<file path="config.mk">
export PLATFORM = sky130hd
export DESIGN_NAME = cpu_clock_gen_osc_watchdog
export DESIGN_NICKNAME = d
export VERILOG_FILES = /design/src/rtl/clk_gen_pkg.sv /design/src/rtl/clk_link_if.sv /design/src/rtl/cpu_clock_gen_osc_watchdog.sv /design/src/rtl/xtal_sync.sv /design/src/rtl/osc_watchdog.sv
export SDC_FILE = /design/constraint.sdc
export NUM_CORES = 1
export LEC_CHECK = 0
export ABC_AREA = 0
export CAP_MARGIN = 20
export CORE_MARGIN = 4
export CORE_UTILIZATION = 55
export CTS_CLUSTER_SIZE = 20
export DETAILED_ROUTE_END_ITERATION = 12
export DONT_BUFFER_PORTS = 1
export PLACE_DENSITY = 0.75
export SETUP_SLACK_MARGIN = 0.2
export SYNTH_ARGS = -nofsm -noshare
export SYNTH_HDL_FRONTEND = slang
export SYNTH_SLANG_ARGS = --single-unit
</file>
<file path="constraint.sdc">
create_clock -name ref_clk -period 7.6 [get_ports ref_clk]
set_clock_uncertainty 0.15 [all_clocks]
set_input_delay 0.76 -clock ref_clk [delete_from_list [all_inputs] [get_ports ref_clk]]
set_output_delay 0.76 -clock ref_clk [all_outputs]
set_load 0.005 [all_outputs]
</file>
<file path="src/rtl/clk_gen_pkg.sv">
// Constants, types and helpers for the CPU clock selector and oscillator watchdog.
package clk_gen_pkg;
  localparam int REF_CLK_HZ       = 100_000_000;
  localparam int FREE_RUN_HZ      = 5_000_000;
  localparam int FREE_HALF_CYCLES = REF_CLK_HZ / (2 * FREE_RUN_HZ);
  localparam int FREE_CNT_W       = 4;
  localparam logic [FREE_CNT_W-1:0] FREE_HALF_LAST = FREE_CNT_W'(FREE_HALF_CYCLES - 1);

  localparam int WD_CNT_W = 5;
  localparam logic [WD_CNT_W-1:0] WD_LAST = 5'h0f;

  localparam int SYSTEM_CONFIG_REGISTER_W        = 16;
  localparam int WD_DISABLE_BIT  = 4;

  localparam logic [2:0] STRAP_X4       = 3'h7;
  localparam logic [2:0] STRAP_X3       = 3'h6;
  localparam logic [2:0] STRAP_X2       = 3'h5;
  localparam logic [2:0] STRAP_X5       = 3'h4;
  localparam logic [2:0] STRAP_DIRECT   = 3'h3;
  localparam logic [2:0] STRAP_X10      = 3'h2;
  localparam logic [2:0] STRAP_PRESCALE = 3'h1;
  localparam logic [2:0] STRAP_X2P5     = 3'h0;

  localparam int PLEN_W = 12;
  localparam logic [PLEN_W-1:0] PLEN_RESET = 12'h00a;
  localparam logic [PLEN_W-1:0] PLEN_MIN   = 12'h001;
  localparam logic [PLEN_W-1:0] PLEN_ONE   = 12'h001;
  localparam int PH_W = 6;
  localparam logic [PH_W-1:0] PH_ONE  = 6'h01;
  localparam logic [PH_W-1:0] PH_ZERO = 6'h00;
  localparam logic [1:0] RISE_ONE = 2'h1;
  localparam logic [1:0] DEN_ONE  = 2'h1;
  localparam logic [1:0] DEN_TWO  = 2'h2;

  typedef enum logic [1:0] {
    MODE_PLL      = 2'b00,
    MODE_PRESCALE = 2'b01,
    MODE_DIRECT   = 2'b10
  } mode_t;

  // CPU clock phases expected per resynchronisation window (twice the numerator of F).
  function automatic logic [PH_W-1:0] target_phases(input logic [2:0] s);
    unique case (s)
      STRAP_X4:  target_phases = 6'h08;
      STRAP_X3:  target_phases = 6'h06;
      STRAP_X2:  target_phases = 6'h04;
      STRAP_X5:  target_phases = 6'h0a;
      STRAP_X10: target_phases = 6'h14;
      STRAP_X2P5: target_phases = 6'h0a;
      default:   target_phases = 6'h02;
    endcase
  endfunction : target_phases
endpackage : clk_gen_pkg

</file>
<file path="src/rtl/clk_link_if.sv">
// Signals shared between the clock selector and its synchroniser and watchdog.
`timescale 1ns/100ps
interface clk_link_if;
  logic xtal_level;
  logic xtal_rise;
  logic xtal_edge;
  logic free_tick;
  logic wd_enable;
  logic wd_overflow;
  modport sync_side (output xtal_level, output xtal_rise, output xtal_edge);
  modport wd_side   (input xtal_edge, input wd_enable, output free_tick, output wd_overflow);
  modport top_side  (input xtal_level, input xtal_rise, input xtal_edge, input free_tick,
                     input wd_overflow, output wd_enable);
endinterface : clk_link_if

</file>
<file path="src/rtl/cpu_clock_gen_osc_watchdog.sv">
// CPU clock source selector with strap capture and oscillator watchdog switchover.
// How it works
// - Every CPU clock edge gives a phase pulse.
// - Straps sampled around reset select clock mechanism.
// - Strap code maps to frequency factor F.
// - Code 001: toggle on each input rise.
// - Code 011: PLL bypassed, CPU follows input.
// - Other codes: PLL on, input times F.
// - Resync every input rise (two for code 000), period steps by one.
// - Watchdog guards direct and prescaler modes only.
// - Watchdog on after reset; config bit 4 disables.
// - Free clock counts; external edges clear count.
// - Failure after 16 free cycles without edge.
// - Failure: use free clock, raise interrupt flag.
// - Switchover sticks until hardware reset.
// - Disabled watchdog, codes 001/011: external clock, PLL powered down; PLL codes keep the PLL on.
`timescale 1ns/100ps
module cpu_clock_gen_osc_watchdog
  import clk_gen_pkg::*;
(
  input  wire logic                ref_clk,                // 100 MHz system clock.
  input  wire logic                reset,                  // Asynchronous reset, active high.
  input  wire logic                crystal_input_pin,      // Oscillator input, asynchronous.
  input  wire logic [2:0]          clock_mode_strap_pins,  // Mode straps, asynchronous.
  input  wire logic [SYSTEM_CONFIG_REGISTER_W-1:0] system_config_register, // Configuration word, bit 4 disables watchdog.
  input  wire logic                clock_fail_irq_clear,   // Clears the failure flag.
  output logic                     cpu_clk,                // Generated CPU clock level.
  output logic                     cpu_edge_pulse,         // One cycle per CPU clock edge.
  output logic                     clock_fail_irq,         // Sticky failure request.
  output logic                     on_free_run_clock,      // CPU runs on the free PLL clock.
  output logic                     pll_enable,             // PLL running.
  output logic                     pll_power_down,         // PLL switched off.
  output logic [1:0]               clock_mode              // Active mode code.
);
  clk_link_if lnk ();

  xtal_sync u_sync (
    .ref_clk           (ref_clk),
    .reset             (reset),
    .crystal_input_pin (crystal_input_pin),
    .lnk               (lnk)
  );

  osc_watchdog u_wd (
    .ref_clk (ref_clk),
    .reset   (reset),
    .lnk     (lnk)
  );

  logic [2:0]        st1_reg, st2_reg, st1_next, st2_next;
  logic              pending_reg, pending_next;
  mode_t             mode_reg, mode_next;
  logic [PH_W-1:0]   target_reg, target_next;
  logic [1:0]        den_reg, den_next;
  logic              cpu_reg, cpu_next;
  logic              edge_reg, edge_next;
  logic              fail_reg, fail_next;
  logic              irq_reg, irq_next;
  logic              pll_en_reg, pll_en_next;
  logic              pwd_reg, pwd_next;
  logic [PLEN_W-1:0] plen_reg, plen_next;
  logic [PLEN_W-1:0] pcnt_reg, pcnt_next;
  logic [PH_W-1:0]   phases_reg, phases_next;
  logic [1:0]        rises_reg, rises_next;
  logic              wd_disable;
  logic              wd_on;
  logic              pll_toggle;

  assign wd_disable = system_config_register[WD_DISABLE_BIT];

  // Strap capture: pins are synchronised, then latched once on the first edge after release.
  always_comb begin
    st1_next     = clock_mode_strap_pins;
    st2_next     = st1_reg;
    pending_next = 1'b0;
    mode_next    = mode_reg;
    target_next  = target_reg;
    den_next     = den_reg;
    if (pending_reg) begin
      target_next = target_phases(st2_reg);
      den_next    = (st2_reg == STRAP_X2P5) ? DEN_TWO : DEN_ONE;
      unique case (st2_reg)
        STRAP_PRESCALE: mode_next = MODE_PRESCALE;
        STRAP_DIRECT:   mode_next = MODE_DIRECT;
        default:        mode_next = MODE_PLL;
      endcase
    end
  end

  // The strap synchroniser has no reset, so that it follows the pins while reset is held.
  always_ff @(posedge ref_clk) begin
    st1_reg <= st1_next;
    st2_reg <= st2_next;
  end

  always_ff @(posedge ref_clk or posedge reset) begin
    if (reset) begin
      pending_reg <= 1'b1;
      mode_reg    <= MODE_PLL;
      target_reg  <= PH_ZERO;
      den_reg     <= DEN_ONE;
    end else begin
      pending_reg <= pending_next;
      mode_reg    <= mode_next;
      target_reg  <= target_next;
      den_reg     <= den_next;
    end
  end

  // The watchdog only watches the external clock paths and only while enabled.
  assign wd_on         = !wd_disable && (mode_reg != MODE_PLL) && !pending_reg;
  assign lnk.wd_enable = wd_on;

  // Failure latch and request flag; a new failure wins over a clear in the same cycle.
  always_comb begin
    fail_next = fail_reg;
    irq_next  = clock_fail_irq_clear ? 1'b0 : irq_reg;
    if (lnk.wd_overflow && wd_on) begin
      fail_next = 1'b1;
      irq_next  = 1'b1;
    end
    pll_en_next = (mode_reg == MODE_PLL) || !wd_disable || fail_next;
    pwd_next    = !pll_en_next;
  end

  always_ff @(posedge ref_clk or posedge reset) begin
    if (reset) begin
      fail_reg   <= 1'b0;
      irq_reg    <= 1'b0;
      pll_en_reg <= 1'b1;
      pwd_reg    <= 1'b0;
    end else begin
      fail_reg   <= fail_next;
      irq_reg    <= irq_next;
      pll_en_reg <= pll_en_next;
      pwd_reg    <= pwd_next;
    end
  end

  // CPU clock generation; PLL mode runs a phase timer trimmed by one step per window.
  always_comb begin
    cpu_next    = cpu_reg;
    plen_next   = plen_reg;
    pcnt_next   = pcnt_reg;
    phases_next = phases_reg;
    rises_next  = rises_reg;
    pll_toggle  = 1'b0;
    if (fail_reg) begin
      if (lnk.free_tick) begin
        cpu_next = ~cpu_reg;
      end
    end else if (mode_reg == MODE_DIRECT) begin
      cpu_next = lnk.xtal_level;
    end else if (mode_reg == MODE_PRESCALE) begin
      if (lnk.xtal_rise) begin
        cpu_next = ~cpu_reg;
      end
    end else if (!pending_reg) begin
      pcnt_next = pcnt_reg + 1'b1;
      if (pcnt_reg >= plen_reg - PLEN_ONE) begin
        pll_toggle  = 1'b1;
        cpu_next    = ~cpu_reg;
        pcnt_next   = '0;
        phases_next = phases_reg + PH_ONE;
      end
      if (lnk.xtal_rise) begin
        if (rises_reg >= den_reg - RISE_ONE) begin
          rises_next  = '0;
          phases_next = pll_toggle ? PH_ONE : PH_ZERO;
          if (phases_reg < target_reg && plen_reg > PLEN_MIN) begin
            plen_next = plen_reg - PLEN_ONE;
          end else if (phases_reg > target_reg) begin
            plen_next = plen_reg + PLEN_ONE;
          end
        end else begin
          rises_next = rises_reg + RISE_ONE;
        end
      end
    end
    edge_next = (cpu_next != cpu_reg);
  end

  always_ff @(posedge ref_clk or posedge reset) begin
    if (reset) begin
      cpu_reg    <= 1'b0;
      edge_reg   <= 1'b0;
      plen_reg   <= PLEN_RESET;
      pcnt_reg   <= '0;
      phases_reg <= '0;
      rises_reg  <= '0;
    end else begin
      cpu_reg    <= cpu_next;
      edge_reg   <= edge_next;
      plen_reg   <= plen_next;
      pcnt_reg   <= pcnt_next;
      phases_reg <= phases_next;
      rises_reg  <= rises_next;
    end
  end

  assign cpu_clk           = cpu_reg;
  assign cpu_edge_pulse    = edge_reg;
  assign clock_fail_irq    = irq_reg;
  assign on_free_run_clock = fail_reg;
  assign pll_enable        = pll_en_reg;
  assign pll_power_down    = pwd_reg;
  assign clock_mode        = mode_reg;

  property p_edge_pulse;
    @(posedge ref_clk) disable iff (reset) $changed(cpu_reg) |-> edge_reg;
  endproperty
  a_edge_pulse: assert property (p_edge_pulse) else $error("CPU clock edge without pulse");

  property p_fail_switch;
    @(posedge ref_clk) disable iff (reset) (lnk.wd_overflow && wd_on) |=> fail_reg && irq_reg;
  endproperty
  a_fail_switch: assert property (p_fail_switch) else $error("no switchover on overflow");

  property p_fail_sticky;
    @(posedge ref_clk) disable iff (reset) fail_reg |=> fail_reg;
  endproperty
  a_fail_sticky: assert property (p_fail_sticky) else $error("switchover undone without reset");

  property p_set_wins;
    @(posedge ref_clk) disable iff (reset) (lnk.wd_overflow && wd_on && clock_fail_irq_clear) |=> irq_reg;
  endproperty
  a_set_wins: assert property (p_set_wins) else $error("failure flag lost to clear");

  property p_prescale;
    @(posedge ref_clk) disable iff (reset)
      (mode_reg == MODE_PRESCALE && !fail_reg && lnk.xtal_rise) |=> cpu_reg != $past(cpu_reg);
  endproperty
  a_prescale: assert property (p_prescale) else $error("prescaler missed input rise");

  property p_direct;
    @(posedge ref_clk) disable iff (reset)
      (mode_reg == MODE_DIRECT && !fail_reg) |=> cpu_reg == $past(lnk.xtal_level);
  endproperty
  a_direct: assert property (p_direct) else $error("direct drive not following input");

  property p_power_down;
    @(posedge ref_clk) disable iff (reset)
      (wd_disable && mode_reg != MODE_PLL && !fail_reg) ##1 (wd_disable && !fail_reg) |-> pwd_reg && !pll_en_reg;
  endproperty
  a_power_down: assert property (p_power_down) else $error("PLL not powered down");

  property p_pll_step;
    @(posedge ref_clk) disable iff (reset)
      $changed(plen_reg) |-> (plen_reg == $past(plen_reg) + PLEN_ONE) || (plen_reg == $past(plen_reg) - PLEN_ONE);
  endproperty
  a_pll_step: assert property (p_pll_step) else $error("PLL period jumped");

  property p_pll_on;
    @(posedge ref_clk) disable iff (reset) (mode_reg == MODE_PLL) |=> pll_en_reg;
  endproperty
  a_pll_on: assert property (p_pll_on) else $error("PLL off in PLL mode");

  property p_edge_real;
    @(posedge ref_clk) disable iff (reset) edge_reg |-> $changed(cpu_reg);
  endproperty
  a_edge_real: assert property (p_edge_real) else $error("edge pulse without CPU clock edge");

  property p_strap_hold;
    @(posedge ref_clk) disable iff (reset) !pending_reg |=> $stable(mode_reg);
  endproperty
  a_strap_hold: assert property (p_strap_hold) else $error("clock mode changed after capture");

  property p_factor_den;
    @(posedge ref_clk) disable iff (reset) (pending_reg && st2_reg == STRAP_X2P5) |=> den_reg == DEN_TWO;
  endproperty
  a_factor_den: assert property (p_factor_den) else $error("half factor window not two rises");

  property p_prescale_mode;
    @(posedge ref_clk) disable iff (reset)
      (pending_reg && st2_reg == STRAP_PRESCALE) |=> mode_reg == MODE_PRESCALE;
  endproperty
  a_prescale_mode: assert property (p_prescale_mode) else $error("prescaler code not captured");

  property p_direct_mode;
    @(posedge ref_clk) disable iff (reset)
      (pending_reg && st2_reg == STRAP_DIRECT) |=> mode_reg == MODE_DIRECT;
  endproperty
  a_direct_mode: assert property (p_direct_mode) else $error("direct drive code not captured");

  property p_no_fail_pll;
    @(posedge ref_clk) disable iff (reset) (mode_reg == MODE_PLL) |-> !fail_reg;
  endproperty
  a_no_fail_pll: assert property (p_no_fail_pll) else $error("switchover in PLL mode");

  property p_disabled_no_fail;
    @(posedge ref_clk) disable iff (reset)
      (wd_disable && mode_reg != MODE_PLL && !fail_reg) |=> !fail_reg;
  endproperty
  a_disabled_no_fail: assert property (p_disabled_no_fail) else $error("switchover while disabled");

  property p_irq_clear;
    @(posedge ref_clk) disable iff (reset)
      (clock_fail_irq_clear && !(lnk.wd_overflow && wd_on)) |=> !irq_reg;
  endproperty
  a_irq_clear: assert property (p_irq_clear) else $error("failure flag not cleared");

  property p_free_toggle;
    @(posedge ref_clk) disable iff (reset) (fail_reg && lnk.free_tick) |=> cpu_reg != $past(cpu_reg);
  endproperty
  a_free_toggle: assert property (p_free_toggle) else $error("CPU clock not on free clock");
endmodule : cpu_clock_gen_osc_watchdog

</file>
<file path="src/rtl/xtal_sync.sv">
// Two-stage synchroniser and edge detector for the crystal input.
`timescale 1ns/100ps
module xtal_sync
  import clk_gen_pkg::*;
(
  input  wire logic   ref_clk,           // System clock.
  input  wire logic   reset,             // Asynchronous reset, active high.
  input  wire logic   crystal_input_pin, // Raw oscillator input.
  clk_link_if.sync_side lnk              // Synchronised level and edges.
);
  logic s1_reg, s2_reg, s3_reg;
  logic s1_next, s2_next, s3_next;

  always_comb begin
    s1_next = crystal_input_pin;
    s2_next = s1_reg;
    s3_next = s2_reg;
  end

  always_ff @(posedge ref_clk or posedge reset) begin
    if (reset) begin
      s1_reg <= 1'b0;
      s2_reg <= 1'b0;
      s3_reg <= 1'b0;
    end else begin
      s1_reg <= s1_next;
      s2_reg <= s2_next;
      s3_reg <= s3_next;
    end
  end

  assign lnk.xtal_level = s2_reg;
  assign lnk.xtal_rise  = s2_reg & ~s3_reg;
  assign lnk.xtal_edge  = s2_reg ^ s3_reg;
endmodule : xtal_sync

</file>
<file path="src/rtl/osc_watchdog.sv">
// Free-running PLL clock model and the oscillator watchdog counter.
`timescale 1ns/100ps
module osc_watchdog
  import clk_gen_pkg::*;
(
  input  wire logic   ref_clk, // System clock.
  input  wire logic   reset,   // Asynchronous reset, active high.
  clk_link_if.wd_side lnk      // Edge in, tick and overflow out.
);
  logic [FREE_CNT_W-1:0] div_reg, div_next;
  logic                  tick_reg, tick_next;
  logic                  phase_reg, phase_next;
  logic [WD_CNT_W-1:0]   cnt_reg, cnt_next;
  logic                  over_reg, over_next;
  logic                  full_cycle;

  always_comb begin
    tick_next  = (div_reg == FREE_HALF_LAST);
    div_next   = tick_next ? '0 : div_reg + 1'b1;
    phase_next = tick_next ? ~phase_reg : phase_reg;
    full_cycle = tick_next & phase_reg;
    over_next  = 1'b0;
    cnt_next   = cnt_reg;
    if (!lnk.wd_enable || lnk.xtal_edge) begin
      cnt_next = '0;
    end else if (full_cycle) begin
      if (cnt_reg == WD_LAST) begin
        cnt_next  = '0;
        over_next = 1'b1;
      end else begin
        cnt_next = cnt_reg + 1'b1;
      end
    end
  end

  always_ff @(posedge ref_clk or posedge reset) begin
    if (reset) begin
      div_reg   <= '0;
      tick_reg  <= 1'b0;
      phase_reg <= 1'b0;
      cnt_reg   <= '0;
      over_reg  <= 1'b0;
    end else begin
      div_reg   <= div_next;
      tick_reg  <= tick_next;
      phase_reg <= phase_next;
      cnt_reg   <= cnt_next;
      over_reg  <= over_next;
    end
  end

  assign lnk.free_tick   = tick_reg;
  assign lnk.wd_overflow = over_reg;

  property p_edge_clears;
    @(posedge ref_clk) disable iff (reset) lnk.xtal_edge |=> cnt_reg == '0;
  endproperty
  a_edge_clears: assert property (p_edge_clears) else $error("watchdog counter not cleared by edge");

  property p_overflow_at_16;
    @(posedge ref_clk) disable iff (reset) over_reg |-> $past(cnt_reg) == WD_LAST;
  endproperty
  a_overflow_at_16: assert property (p_overflow_at_16) else $error("overflow at wrong count");
endmodule : osc_watchdog

</file>
==> flow_metrics.tcl <==
set metrics [dict create \
    combinationalPowerShare_pct 27.3 \
    sw_frac_of_total_pct 35.92 \
    fillers 543 \
    drt_iter0_drc 160 \
    ys.flop_type "dfrtp_1" \
    tritoncts "yes" \
    outcome "finished clean" \
    max-vdd-ir-drop_v 0.0001266 \
    hold_violations 0 \
    p_clk_share_pct 26.8 \
    clock_sinks 68 \
    drtAntennaViolNets 0 \
    path_class "reg -> reg" \
    fp-row-count 29 \
    port_buffers 0 \
    syn_nets 446 \
    synth_top_area_share_pct 37.99 \
    vias 2783 \
    setup_tns_ps 0 \
    overflow 0 \
    seq_power_share_pct 45.8 \
    viasPerCell 5.798 \
    p_leak_nw 1.745 \
    cts_max_level 3 \
    avgRoutedWirePerCell_um 15.14 \
    start_kind "flop" \
    yosysWarnings 0 \
    finalSetupViolCount 0 \
    syn2layout_area_growth_pct 6.831 \
    drv_slew 0 \
    crit_required_ps 7630 \
    relSlewSlack_pct 28.19 \
    final_cell_mix "dfrtp_1, nand2_1, nor2_1, inv_1, ha_1" \
    cts_buffer_depth 2 \
    power_per_cell_area_nw_per_um2 281.6 \
    rsz0062_at_grt "no" \
    power_switching_mw 0.4057 \
    wl_um 7265 \
    synth_edf_count 0 \
    yosys_register_bits 68 \
    drt_first_pass_iters 4 \
    cts_setup_buffers 0 \
    cap_violations 0 \
    boundaryPins 31 \
    yosysUniqueCellTypes 59 \
    cp-end-kind "flop" \
    fmax_mhz 246.2 \
    p_int_mw 0.7237 \
    yosys.area.top_type "dfrtp_1" \
    syn_area_um2 3755 \
    root_buffer "clkbuf_8" \
    final_common_cell "dfrtp_1" \
    nNetsFinal 449 \
    postCtsHoldBufs 0 \
    arrival_ps 4100 \
    worst_hold_slack_ps 180.8 \
    period_share_pct 53.45 \
    drive_gt1_share_pct 8.189 \
    diodes 0 \
    crit_fanout 19 \
    avgSynthCellArea_um2 9.506 \
    start_util_pct 57.81 \
    netlist_instances 395 \
    dieHeight_um 90.63 \
    fp.coreArea_um2 6495 \
    track_usage_pct 19.42 \
    synth.area.top_cells "dfrtp_1, ha_1, xnor2_1" \
    clock_latency_ps 350 \
    worstMarginPinSlew_ps 1073 \
    antenna_found_initial 0 \
    drcViolationCount 0 \
    layout_min_cycle_time_ps 4062 \
    die_area_um2 8213 \
    cts.clk_slew.worst_paths_ps 70 \
    hold_class "reg -> reg" \
    synthArstFlopShare_pct 91.18 \
    hpwl_um 5120 \
    grt_pass1_vias 2833 \
    cts_resized 0 \
    cts_buffers 9 \
    grt_pass1_wl_um 13100 \
    place_congestion 0.8290 \
    synth_seq_area_share_pct 44.69 \
    grt_max_degree 63 \
    die-width_um 90.63 \
]
synth_stat cells (all sizes together), types with 4 or more instances:
| cell type | instances |
|---|---|
| a21o | 8 |
| a21oi | 20 |
| a22oi | 5 |
| and3 | 4 |
| clkbuf | 7 |
| dfrtp | 57 |
| dfstp | 5 |
| dfxtp | 6 |
| ha | 28 |
| inv | 29 |
| nand2 | 36 |
| nand2b | 6 |
| nand3 | 21 |
| nand4 | 9 |
| nor2 | 36 |
| nor3 | 11 |
| o21ai | 24 |
| or3 | 4 |
| xnor2 | 17 |
| xor2 | 14 |
worst max-delay path, cell delays in order, from the launching register on:
cell and delay (ps):
dfrtp_1 490, or4_4 580, or4_4 450, nor2_1 140
xnor2_1 120, ha_1 340, nand4_1 240, or3_1 440
o21ai_2 660, a21o_1 210, a21oi_1 50
worst paths after layout:
check / slack [ps] / to / depth (start not counted) / start
setup / recovery: 3540 / phases_reg[2] / 10 / plen_reg[5]
hold / removal: 180 / st2_reg[0] / 0 / st1_reg[0]
setup reg to reg: 3540 / phases_reg[2] / 10 / plen_reg[5]
hold reg to reg: 180 / st2_reg[0] / 0 / st1_reg[0]
max in group asynchronous: 6430 / rises_reg[1] / 2 / reset
min in group asynchronous: 370 / plen_reg[10] / 2 / reset
per-layer routing:
metal	wire length, um	vias to the layer above	global-route usage (%)	part of all wire (%)
met4	184	0	8.418	2.5
met2	3441	57	31.44	47
met1	3335	1311	24.41	46
li1	-	1400	-	-
met5	0	-	0	0
met3	303	15	5.167	4.2
stage by stage:
| stage | instance area [um2] | setup slack (ps) | std cells | utilization [%] | total power [mW] |
|---|---|---|---|---|---|
| finish | 4011 | 3538 | 480 | 61.76 | 1.129 |
| floorplan | 3755 | 4185 | 395 | - | 0.7566 |
| detailed placement | 3809 | 3575 | 464 | 58.64 | 0.8291 |
| CTS | 4011 | 3562 | 480 | 61.76 | 1.135 |
| global route | 4011 | 3401 | 480 | 61.76 | 1.212 |
| global placement | 3809 | 3632 | 464 | 58.64 | 0.8070 |
power groups by stage:
stage                     Clock, mW  Combinational [mW]  Sequential, mW
after floorplan                   0               0.274           0.482
final                         0.303               0.309           0.518
after detailed placement          0               0.309           0.520
after global routing          0.327               0.358           0.527
after CTS                     0.311               0.311           0.513
after global placement            0               0.291           0.516
cell type report:
cell class	instances	area (um2)	area share (%)
clock inverter	5	61.31	1.528
inverter	29	108.9	2.714
tap	77	96.34	2.402
multi-input combinational	288	1911	47.63
timing repair buffer	2	15.01	0.3743
sequential	68	1678	41.83
clock buffer	11	141.4	3.525
cell families (layout without fill, tap and decap cells):
logic type	count (synthesis)	in the layout	synth area share, %
buffers and inverters	39	47	4.432
AO/OA/AOI/OAI	86	86	15.36
other	1	1	0.09987
multiplexers	2	2	0.5665
flip-flops	68	68	44.69
adder cells (fa/ha/maj)	28	28	9.330
AND/OR/NAND/NOR	140	140	18.29
XOR/XNOR	31	31	7.231
(Power assumes the default switching activity.)
